===== src/hw/asc_pkg.sv =====
// Shared constants of the converter sequencer: register map, field positions,
// reset values, divider ratios and conversion phase lengths.
// Assumes a 20 MHz system clock and a 32-bit Avalon-MM register port.

package asc_pkg;

   // ==========================================================
   // Register byte offsets.
   localparam logic [4:0] OFF_RESULT_LOW   = 5'h00;
   localparam logic [4:0] OFF_RESULT_HIGH  = 5'h04;
   localparam logic [4:0] OFF_CONTROL      = 5'h08;
   localparam logic [4:0] OFF_CLOCK_SELECT = 5'h0c;
   localparam logic [4:0] OFF_IRQ_STATUS   = 5'h10;
   localparam logic [4:0] OFF_IRQ_MASK     = 5'h14;

   // ==========================================================
   // Field positions.
   localparam int CTL_ACS_LSB    = 0;
   localparam int CTL_PCR_LSB    = 3;
   localparam int CTL_DONE_N_BIT = 6;
   localparam int CTL_START_BIT  = 7;
   localparam int RES_LOW_LSB    = 4;
   localparam int IRQ_DONE_BIT   = 0;

   // ==========================================================
   // Reset values.
   localparam logic       DONE_N_RESET  = 1'b1;
   localparam logic [1:0] CLKSEL_RESET  = 2'h0;
   localparam logic [2:0] PCR_RESET     = 3'h0;
   localparam logic [1:0] ACS_RESET     = 2'h0;
   localparam logic [3:0] PULLUP_ENABLE = 4'hf;

   // ==========================================================
   // Clock select codes and their divide ratios.
   localparam logic [1:0] CLKSEL_DIV32 = 2'h0;
   localparam logic [1:0] CLKSEL_DIV2  = 2'h1;
   localparam logic [1:0] CLKSEL_DIV8  = 2'h2;
   localparam logic [5:0] RATIO_DIV2   = 6'h02;
   localparam logic [5:0] RATIO_DIV8   = 6'h08;
   localparam logic [5:0] RATIO_DIV32  = 6'h20;

   // ==========================================================
   // Conversion phases, counted in converter clock ticks, and the all-analog pin code.
   localparam int         RESULT_BITS  = 12;
   localparam logic [3:0] SAMPLE_TICKS = 4'h2;
   localparam logic [2:0] PCR_ALL      = 3'h4;

endpackage


===== src/hw/asc_sequencer_control.sv =====
// Top of the converter sequencer: register file on Avalon-MM, pin function
// selection, converter clock divider, start/reset control, done flag and irq.
// Assumes one 20 MHz clock, a synchronous active-low reset and an analog
// front end that follows channelSel, sampleHold and trialCode.
// Register fields sit in bits 7:0 of each word; the upper bits read as zero.
//
// The implementer's own choices: the placing of the registers and the Avalon-MM interface to the registers.
`timescale 1ns/1ns

module asc_sequencer_control (
   // Clock and reset
   input  wire logic        clk,
   input  wire logic        rstn,
   // Avalon-MM register slave
   input  wire logic [4:0]  address,
   input  wire logic        read,
   input  wire logic        write,
   input  wire logic [31:0] writedata,
   output logic [31:0]      readdata,
   output logic             waitrequest,
   // Interrupt
   output logic             irq,
   // Analog front end
   input  wire logic        compGe,
   output logic [1:0]       channelSel,
   output logic             converterPowerDown,
   output logic             converterReset,
   output logic             sampleHold,
   output logic [11:0]      trialCode,
   // Shared port pins
   input  wire logic [3:0]  portDirIn,
   input  wire logic [3:0]  pullupCfg,
   output logic [3:0]       analogPin,
   output logic [3:0]       portDirOut,
   output logic [3:0]       pullupOn
);

   // ==========================================================
   // Helper functions.

   // Pins below the configured count become analog; codes past four
   // saturate at all four so that no code leaves a pin half assigned.
   function automatic logic [3:0] analog_mask(input logic [2:0] pcr);
      logic [3:0] m;
      m = 4'h0;
      for (int i = 0; i < 4; i++) begin
         if (3'(i) < pcr) begin
            m[i] = 1'b1;
         end
      end
      return m;
   endfunction

   function automatic logic [5:0] divide_ratio(input logic [1:0] sel);
      logic [5:0] r;
      r = 6'h00;
      unique case (sel)
         asc_pkg::CLKSEL_DIV2:  r = asc_pkg::RATIO_DIV2;
         asc_pkg::CLKSEL_DIV8:  r = asc_pkg::RATIO_DIV8;
         asc_pkg::CLKSEL_DIV32: r = asc_pkg::RATIO_DIV32;
         default:               r = 6'h00;
      endcase
      return r;
   endfunction

   // Exact byte offset match: unmapped or misaligned addresses select
   // nothing, so they read as zero and writes to them are dropped.
   function automatic logic reg_hit(input logic [4:0] addr, input logic [4:0] off);
      return (addr == off);
   endfunction

   // ==========================================================
   // Register state.

   // Control fields and the start edge waiting to reach the engine.
   logic        ctlStart;
   logic [2:0]  ctlPcr;
   logic [1:0]  ctlAcs;
   logic        goPend;
   logic [1:0]  clkSel;

   // Completion: done flag, result bytes and interrupt bits.
   logic        doneN;
   logic [3:0]  resLow;
   logic [7:0]  resHigh;
   logic        irqStatus;
   logic        irqMask;

   // Converter clock divider.
   logic [5:0]  divCnt;

   // ==========================================================
   // Bus decode.
   wire         reqTake   = (read || write) && waitrequest;
   // A write lands on the edge at which the master sees waitrequest low.
   wire         wrAccept  = write && !waitrequest;
   wire         selResLo  = reg_hit(address, asc_pkg::OFF_RESULT_LOW);
   wire         selResHi  = reg_hit(address, asc_pkg::OFF_RESULT_HIGH);
   wire         selCtl    = reg_hit(address, asc_pkg::OFF_CONTROL);
   wire         selClk    = reg_hit(address, asc_pkg::OFF_CLOCK_SELECT);
   wire         selIrqSt  = reg_hit(address, asc_pkg::OFF_IRQ_STATUS);
   wire         selIrqMk  = reg_hit(address, asc_pkg::OFF_IRQ_MASK);
   wire         wrCtl     = wrAccept && selCtl;
   wire         wrClk     = wrAccept && selClk;
   wire         wrIrqSt   = wrAccept && selIrqSt;
   wire         wrIrqMk   = wrAccept && selIrqMk;
   wire         newStart  = writedata[asc_pkg::CTL_START_BIT];
   // Write data fields, named as they are stored.
   wire  [2:0]  newPcr    = writedata[asc_pkg::CTL_PCR_LSB +: 3];
   wire  [1:0]  newAcs    = writedata[asc_pkg::CTL_ACS_LSB +: 2];
   wire  [1:0]  newClkSel = writedata[1:0];
   wire         newMask   = writedata[asc_pkg::IRQ_DONE_BIT];
   wire         clrIrq    = wrIrqSt && writedata[asc_pkg::IRQ_DONE_BIT];

   // ==========================================================
   // Start sequencing.
   wire         startRise = wrCtl && newStart && !ctlStart;
   wire         startFall = wrCtl && !newStart && ctlStart;
   wire         poweredDn = (ctlPcr == 3'h0);
   // Converter held in reset while start stays high or it is powered down.
   wire         engHold   = ctlStart || poweredDn;
   // The start edge is acted on one cycle later, once the new field values
   // are stored, so a write that lowers start and sets the pins acts as one.
   wire         engGo     = goPend && !engHold;

   // ==========================================================
   // Converter clock divider.
   wire  [5:0]  ratio     = divide_ratio(clkSel);
   // Invalid select gives no ticks, so a conversion stalls with the flag high.
   wire         ratioOk   = (ratio != 6'h00);
   wire         tick      = ratioOk && (divCnt == ratio - 6'h01);

   // ==========================================================
   // Engine and read mux.
   wire         engDone;
   wire  [11:0] engResult;
   wire  [3:0]  pinMask   = analog_mask(ctlPcr);
   // Pin config reads back from bits 5:3, where it is written; bit 2 reads zero.
   wire  [7:0]  ctlRead   = {ctlStart, doneN, ctlPcr, 1'b0, ctlAcs};
   wire  [7:0]  resLoRead = {resLow, 4'h0};
   wire  [31:0] rdMux     = selResLo ? {24'h000000, resLoRead} :
                            selResHi ? {24'h000000, resHigh} :
                            selCtl   ? {24'h000000, ctlRead} :
                            selClk   ? {30'h00000000, clkSel} :
                            selIrqSt ? {31'h00000000, irqStatus} :
                            selIrqMk ? {31'h00000000, irqMask} :
                                       32'h00000000;

   // The engine's busy flag is left open: the done flag and sampleHold say enough.
   asc_sar_engine u_engine (
      .clk        (clk),
      .rstn       (rstn),
      .tick       (tick),
      .hold       (engHold),
      .go         (engGo),
      .compGe     (compGe),
      .trialCode  (trialCode),
      .sampleHold (sampleHold),
      .busy       (),
      .done       (engDone),
      .result     (engResult)
   );

   // ==========================================================
   // Avalon-MM handshake: one wait cycle, then the answer. Waitrequest idles
   // high, so a request is never completed on the edge that raises it, and
   // the low cycle that follows is never taken as a second request.
   always_ff @(posedge clk) begin
      if (!rstn) begin
         waitrequest <= 1'b1;
      end else begin
         waitrequest <= !reqTake;
      end
   end

   // Read data is captured once per read and then stands until the next read.
   always_ff @(posedge clk) begin
      if (!rstn) begin
         readdata <= 32'h00000000;
      end else if (reqTake && read) begin
         readdata <= rdMux;
      end
   end

   // ==========================================================
   // Start bit and the pending go. The go waits one cycle so that the engine
   // sees the field values that the same write stored.
   always_ff @(posedge clk) begin
      if (!rstn) begin
         ctlStart <= 1'b0;
         goPend   <= 1'b0;
      end else begin
         goPend <= startFall;
         if (wrCtl) begin
            ctlStart <= newStart;
         end
      end
   end

   // ==========================================================
   // Pin and channel fields. Pin function follows the field only, at any time.
   always_ff @(posedge clk) begin
      if (!rstn) begin
         ctlPcr <= asc_pkg::PCR_RESET;
         ctlAcs <= asc_pkg::ACS_RESET;
      end else if (wrCtl) begin
         ctlPcr <= newPcr;
         ctlAcs <= newAcs;
      end
   end

   // ==========================================================
   // Converter clock select.
   always_ff @(posedge clk) begin
      if (!rstn) begin
         clkSel <= asc_pkg::CLKSEL_RESET;
      end else if (wrClk) begin
         clkSel <= newClkSel;
      end
   end

   // ==========================================================
   // Divider counter restarts with each conversion for a fixed phase.
   // An invalid select keeps it at zero, so a later valid one starts clean.
   always_ff @(posedge clk) begin
      if (!rstn) begin
         divCnt <= 6'h00;
      end else if (engHold || engGo || tick || !ratioOk) begin
         divCnt <= 6'h00;
      end else begin
         divCnt <= divCnt + 6'h01;
      end
   end

   // ==========================================================
   // Done flag. Any start activity forces it high, so a flag left low by an
   // earlier conversion, or by a channel change, can never pass for a new
   // result.
   always_ff @(posedge clk) begin
      if (!rstn) begin
         doneN <= asc_pkg::DONE_N_RESET;
      end else if (startRise || ctlStart || goPend) begin
         doneN <= 1'b1;
      end else if (engDone) begin
         doneN <= 1'b0;
      end
   end

   // ==========================================================
   // Result bytes. They land on the same edge that the flag falls, so a read
   // after the fall never sees a stale half.
   always_ff @(posedge clk) begin
      if (!rstn) begin
         resLow  <= 4'h0;
         resHigh <= 8'h00;
      end else if (engDone && !ctlStart) begin
         resHigh <= engResult[11:4];
         resLow  <= engResult[3:0];
      end
   end

   // ==========================================================
   // Interrupt status: sticky, write one to clear, and set wins over clear so
   // that an event in the clearing cycle is never lost.
   always_ff @(posedge clk) begin
      if (!rstn) begin
         irqStatus <= 1'b0;
      end else if (engDone && !ctlStart) begin
         irqStatus <= 1'b1;
      end else if (clrIrq) begin
         irqStatus <= 1'b0;
      end
   end

   // ==========================================================
   // Interrupt mask and the level output.
   always_ff @(posedge clk) begin
      if (!rstn) begin
         irqMask <= 1'b0;
      end else if (wrIrqMk) begin
         irqMask <= newMask;
      end
   end

   always_ff @(posedge clk) begin
      if (!rstn) begin
         irq <= 1'b0;
      end else begin
         irq <= irqStatus && irqMask;
      end
   end

   // ==========================================================
   // Pin function outputs. They follow the field at any time; software must
   // still pulse start after a change, since the flag is not refreshed here.
   always_ff @(posedge clk) begin
      if (!rstn) begin
         analogPin  <= 4'h0;
         portDirOut <= 4'h0;
         pullupOn   <= 4'h0;
      end else begin
         analogPin  <= pinMask;
         // Analog pins are forced to input (1) whatever the direction bit.
         portDirOut <= portDirIn | pinMask;
         pullupOn   <= pullupCfg & ~pinMask;
      end
   end

   // ==========================================================
   // Converter routing and power.
   always_ff @(posedge clk) begin
      if (!rstn) begin
         channelSel         <= asc_pkg::ACS_RESET;
         converterPowerDown <= 1'b1;
         converterReset     <= 1'b1;
      end else begin
         channelSel         <= ctlAcs;
         converterPowerDown <= poweredDn;
         converterReset     <= engHold;
      end
   end

endmodule


===== src/hw/asc_sar_engine.sv =====
// Successive-approximation bit sequencer for one 12-bit conversion.
// Assumes an external comparator reports whether the sampled input is at or
// above trialCode, settled before the next converter clock tick.
`timescale 1ns/1ns

module asc_sar_engine (
   // Clock and reset
   input  wire logic        clk,
   input  wire logic        rstn,
   // Sequencing
   input  wire logic        tick,
   input  wire logic        hold,
   input  wire logic        go,
   // Comparator
   input  wire logic        compGe,
   output logic [11:0]      trialCode,
   output logic             sampleHold,
   // Result
   output logic             busy,
   output logic             done,
   output logic [11:0]      result
);

   typedef enum logic [1:0] {ASC_IDLE, ASC_SAMPLE, ASC_CONVERT} asc_phase_t;

   asc_phase_t  phase;
   logic [3:0]  bitIdx;
   logic [3:0]  sampleCnt;

   // ==========================================================
   // Trial decision.
   wire  [11:0] bitMask   = 12'h001 << bitIdx;
   wire  [11:0] nextMask  = 12'h001 << (bitIdx - 4'h1);
   wire  [11:0] keptTrial = compGe ? trialCode : (trialCode & ~bitMask);
   wire         lastBit   = (bitIdx == 4'h0);

   always_ff @(posedge clk) begin
      done <= 1'b0;
      if (!rstn || hold) begin
         phase      <= ASC_IDLE;
         bitIdx     <= 4'h0;
         sampleCnt  <= 4'h0;
         trialCode  <= 12'h000;
         sampleHold <= 1'b0;
         busy       <= 1'b0;
         if (!rstn) begin
            result <= 12'h000;
         end
      end else begin
         unique case (phase)
            ASC_IDLE: begin
               if (go) begin
                  phase      <= ASC_SAMPLE;
                  sampleCnt  <= 4'h0;
                  sampleHold <= 1'b1;
                  busy       <= 1'b1;
               end
            end
            ASC_SAMPLE: begin
               if (tick) begin
                  sampleCnt <= sampleCnt + 4'h1;
                  if (sampleCnt == asc_pkg::SAMPLE_TICKS - 4'h1) begin
                     phase      <= ASC_CONVERT;
                     sampleHold <= 1'b0;
                     bitIdx     <= 4'(asc_pkg::RESULT_BITS - 1);
                     trialCode  <= 12'h800;
                  end
               end
            end
            ASC_CONVERT: begin
               if (tick) begin
                  if (lastBit) begin
                     result    <= keptTrial;
                     trialCode <= 12'h000;
                     done      <= 1'b1;
                     busy      <= 1'b0;
                     phase     <= ASC_IDLE;
                  end else begin
                     trialCode <= keptTrial | nextMask;
                     bitIdx    <= bitIdx - 4'h1;
                  end
               end
            end
         endcase
      end
   end

endmodule


===== config.mk =====
export PLATFORM = sky130hd
export DESIGN_NAME = asc_sequencer_control
export DESIGN_NICKNAME = d
export VERILOG_FILES = /design/src/hw/asc_pkg.sv /design/src/hw/asc_sequencer_control.sv /design/src/hw/asc_sar_engine.sv
export SDC_FILE = /design/constraint.sdc
export NUM_CORES = 1
export LEC_CHECK = 0
export ABC_AREA = 0
export BUFFER_PORTS_ARGS = -buffer_cell sky130_fd_sc_hd__buf_2
export CAP_MARGIN = 40
export CORE_MARGIN = 1.5
export CORE_UTILIZATION = 53
export DETAILED_ROUTE_END_ITERATION = 8
export MAX_ROUTING_LAYER = met4
export PLACE_DENSITY_LB_ADDON = 0.2
export SLEW_MARGIN = 20
export SYNTH_ARGS = -nofsm -noshare
export SYNTH_HDL_FRONTEND = slang
export SYNTH_HIERARCHICAL = 1
export SYNTH_SLANG_ARGS = --single-unit

===== constraint.sdc =====
create_clock -name clk -period 3.59 [get_ports clk]
set_input_delay 0.359 -clock clk [delete_from_list [all_inputs] [get_ports clk]]
set_output_delay 0.359 -clock clk [all_outputs]
set_load 0.005 [all_outputs]

## Word level (Yosys, flattened, before mapping)

Index checks and enable logic that the tools add are counted.

- Output and inout bits: 63
- Flip-flop bits (word level): 116
- Logic and storage cells: 159

- Shift-type cells: 2
- Equal/unequal tests: 18
- Magnitude comparators: 4
- Muxes and demuxes: 43
- Bitwise gates (word level): 9
- $add $sub $neg: 4
- Reduce and logical (&&, ||, !) cells: 52

Operators with widths:

| kind | number |
|---|---|
| $mux W12 | 10 |
| $mux W4 | 6 |
| $mux W8 | 3 |
| $pmux W12 S2 | 1 |
| $shl A1 B4 Y12 const A | 2 |
| $pmux W6 S3 | 1 |
| $logic_and A1 B1 Y1 | 16 |
| $pmux W4 S2 | 2 |
| $and A12 B12 Y12 | 1 |
| $mux W1 | 12 |
| $mux W2 | 6 |
| $not A12 Y12 | 1 |
| $or A12 B12 Y12 | 1 |
| $reduce_and A4 Y1 | 3 |
| $reduce_bool A2 Y1 | 6 |
| $eq A5 B4 Y1 const B | 2 |
| $eq A5 B5 Y1 const B | 2 |
| $ne A2 B2 Y1 const B | 5 |
| $reduce_and A5 Y1 | 2 |
| $logic_or A1 B1 Y1 | 8 |
| $logic_not A1 Y1 | 7 |
| $add A6 B1 Y6 const B | 1 |
| $eq A6 B6 Y1 | 1 |
| $lt A1 B3 Y1 const A | 2 |
| other kinds (23) | 31 |

## Longest topological paths before layout

- Word-level depth: 8
- Mapped depth: 9
- Mapped depth without buffers: 9

## Cells and area by module

Netlist, hierarchy kept.

By module, submodules not included:

| module | area each (um2) | times used | cells each | sequential area each (um2) |
|---|---|---|---|---|
| asc_sequencer_control | 2403.6 | 1 | 271 | 1121.1 |
| asc_sar_engine | 1951.9 | 1 | 203 | 860.8 |

## Worst setup path after synthesis

OpenSTA, ideal clock, no wires.

- Path kind: flip-flop to flip-flop
- Start point: register clkSel[1]
- End point: register u_engine.result[0], enable pin
- Period minus slack after synthesis: 3.110 ns
- Slack: 0.480 ns
- Arrival time: 2.712 ns
- Stages on the path, launching flop included: 8
- Path buffers: 0
- Data required time: 3.192 ns
- Cell sequence: dfxtp_1 > inv_1 > ha_1 > and3_1 > o22ai_1 > nor4b_2 > nand3_1 > o21ai_0

- Longest elaborated chain between the ends: 7
- Elaborated cells between the ends (all ways): 10
- Classes of those cells: add/sub (1); eq/ne (3); mux (1); reduce/logical (5)

RTL lines:

| element | line | source |
|---|---|---|
| from (decl) | asc_sequencer_control.sv:80 | `logic [1:0] clkSel;` |
| from (signal assigned) | asc_sequencer_control.sv:216 | `clkSel <= asc_pkg::CLKSEL_RESET;` |
| from (signal assigned) | asc_sequencer_control.sv:218 | `clkSel <= newClkSel;` |
| $eq A2 B2 Y1, or another cell as far along | asc_sequencer_control.sv:57 | `unique case (sel)` |
| $pmux W6 S3 (*) | asc_sequencer_control.sv:57 |  |
| $sub A6 B1 Y6 | asc_sequencer_control.sv:131 | `wire tick = ratioOk && (divCnt == ratio - 6'h01);` |
| $eq A6 B6 Y1 | asc_sequencer_control.sv:131 |  |
| $logic_and A1 B1 Y1 (*) | asc_sequencer_control.sv:131 |  |
| via tick | asc_sequencer_control.sv:131 |  |
| $reduce_bool A2 Y1 (no source line) (*) | n/a |  |
| $reduce_and A4 Y1 (no source line) (*) | n/a |  |
| to (signal assigned) | asc_sar_engine.sv:73 | `result <= keptTrial;` |
| to (decl) | asc_sar_engine.sv:21 | `output logic [11:0] result` |

Mark *: on every way through the listed nets, which the timed path passes. The rest lies on a longest branch.
A chain may end at the register's enable or synchronous reset.

## Worst setup path after layout

- Start point: register clkSel[1]
- End point: register u_engine.trialCode[0]

- Longest elaborated chain between the ends: 7
- Elaborated cells between the ends (all ways): 11
- Classes of those cells: add/sub (1); eq/ne (5); mux (1); reduce/logical (4)

RTL lines:

| element | line | source |
|---|---|---|
| $eq A2 B2 Y1, or another cell as far along | asc_sequencer_control.sv:57 |  |
| $pmux W6 S3 (*) | asc_sequencer_control.sv:57 |  |
| $sub A6 B1 Y6 | asc_sequencer_control.sv:131 |  |
| $eq A6 B6 Y1 | asc_sequencer_control.sv:131 |  |
| $logic_and A1 B1 Y1 (*) | asc_sequencer_control.sv:131 |  |
| via tick | asc_sequencer_control.sv:131 |  |
| $ne A2 B2 Y1 (no source line) | n/a |  |
| $reduce_and A4 Y1 (no source line) (*) | n/a |  |
| to (signal assigned) | asc_sar_engine.sv:79 | `trialCode <= keptTrial \| nextMask;` |
| to (decl) | asc_sar_engine.sv:16 | `output logic [11:0] trialCode,` |

Marked as above.

==> out/qor.yml <==
cells_and_area:
  n_antenna_cell: 0
  areaGrowthSynthToFinish_pct: 11.2
  design_area_um2: 4800
  utilization: 0.615
  fin_nets: 593
  drive_gt1_frac: 0.178
  n_fill_cell: 726
critical_path:
  cp-start-kind: "register"
  crit_family: "compound AO/OA/AOI/OAI gates"
  crit_type: "reg2reg"
  critPathBufInv: 2
  required_ps: 3900
  endpoint_kind: "register"
  path_cells: "inv_1, ha_1, and3_1, o22ai_1, nor4b_2, buf_4, nand2_1, a2111o_1, nor2_1, a221o_1"
  cp.arrival_ps: 2900
  worstPathMaxFanout: 13
  cpPeakStageDelay_ps: 510
  critPathSlowestCell: "a2111o_1"
pwr:
  p_total_uw: 1800
  static-leakage-power_uw: 0.00196
  vdd_ir_drop_max_uv: 163
  power.density_nw_per_um2: 375
clock_network:
  cts_setup_buffers: 0
  worst_skew_pair.late_latency_ps: 360
  clock-root-buffer: "clkbuf_8"
  post_cts_resized: 0
  clock_sinks: 92
  clockBufferDepth: 2
  cts_hold_buf: 0
  cts_tree: "built"
  clkTransAtPathRegs_ps: 100
  cts_buffers: 9
  cts.htree.levels: 3
grt:
  grt_pass1_vias: 3075
  grt_max_degree: 21
  grtUsageTotal: 0.213
  antenna_found_initial: 0
  grt_first_pass_wirelength_um: 14300
  gr-total-overflow: 0
route:
  postRouteWirelength_um: 8820
  dr.pass1.iters: 4
  drtIter0Drc: 130
  vias_per_cell: 5.40
  ant_nets: 0
  wl_per_cell_um: 13.9
  drc: 0
  vias: 3429
floorplanning:
  die_w_um: 93.3
  coreArea_um2: 7810
  ios: 113
  start_util: 0.553
  fp-row-count: 32
  die_y_um: 93.3
  dieArea_um2: 8700
timing:
  fmax_ghz: 0.386
  maxSlewViolCount: 0
  finalClockSkew_ps: 13.2
  timing.final.crit_period_ps: 2590
  worst_pin_slew_ps: 717
  final.setup.tns_ps: 0
  relSlewSlack: 0.521
  setup_viol: 0
  min_period_over_period: 0.722
  rsz0062_at_grt: "no"
  hold_viol: 0
outcome:
  status: "finished clean"
synthesis:
  synth.cell_area_um2: 4320
  syn_area_per_cell_um2: 9.17
  synth_cells: 471
  yosysWarnings: 6
placement:
  dpl.hpwl_um: 6280
  place_area_um2: 4620
  io_buffers: 62
  place.gp.congestion: 0.894
job:
  maxCapViolations: 0
worst_hold_path:
  hp-class: "in2reg"
## worst paths after layout
kind                       startpoint  slack, ps  cells past startpoint                                 end
min                      portDirIn[2]        180                      2            portDirOut[2]$_SDFF_PN0_
max reg2reg    clkSel[1]$_SDFFE_PN0P_       1000                     10  u_engine/trialCode[0]$_SDFFE_PP0P_
min reg2reg  readdata[2]$_SDFFE_PN0P_        460                      2            readdata[2]$_SDFFE_PN0P_
max            clkSel[1]$_SDFFE_PN0P_       1000                     10  u_engine/trialCode[0]$_SDFFE_PP0P_
## stage by stage
step | setup slack, ps | hold slack (ps) | instances
5_1_grt | 740 | 174 | 635
2_1_floorplan | 524 | 425 | 494
3_5_place_dp | 1020 | 443 | 619
6_report | 999 | 181 | 635
3_3_place_gp | 1070 | 438 | 619
4_1_cts | 1010 | 175 | 635
## power breakdown
group,internal [uW],total (uW),switching (uW)
sequential,1050,1060,4.43
clock,272,676,404
combinational,25.2,69.3,44.1
total,1350,1800,453
## flip-flops by register name (all words and copies together) (netlist names), 3 cells and up
register,cells
resHigh,8
pullupOn,4
u_engine/trialCode,12
analogPin,4
portDirOut,4
u_engine/result,12
u_engine/bitIdx,4
resLow,4
readdata,8
divCnt,6
ctlPcr,3
u_engine/sampleCnt,4
## placed cells by master, fill, tap and decap left out, types with 3 or more instances in the layout
cell type	instances
and3_1	4
inv_8	3
a21boi_0	6
mux2i_1	9
or3_1	4
clkbuf_8	9
nand4_1	4
buf_4	5
xor2_1	3
o22ai_1	3
o21a_1	7
buf_2	62
a21oi_1	20
edfxtp_1	12
nor3_1	14
nor2_1	29
xnor2_1	5
nand3_1	8
inv_1	13
a211oi_1	5
a31oi_1	5
dfxtp_1	80
nor3b_1	7
o21ai_0	17
conb_1	24
and2_1	9
nand2b_1	7
ha_1	15
nand2_1	67
a221o_1	4
nor2b_1	13
a22o_1	11
## layout make-up
class                           count  area [um^2]  area share
Tap cell                          102          128      0.0266
Inverter                           14         52.6      0.0109
Sequential cell                    92         1960       0.408
Clock inverter                      7         65.1      0.0135
Multi-Input combinational cell    344         2130       0.442
Clock buffer                        9          124      0.0258
Timing Repair Buffer               67          348      0.0724
## routing by layer
metal | track usage | vias to the layer above | wire, um
met3 | 0.0447 | 13 | 499
met4 | 0.0758 | 0 | 131
li1 | - | 1722 | -
met1 | 0.265 | 1597 | 4000
met5 | - | - | 0
met2 | 0.343 | 97 | 4190
(Power assumes the default switching activity.)
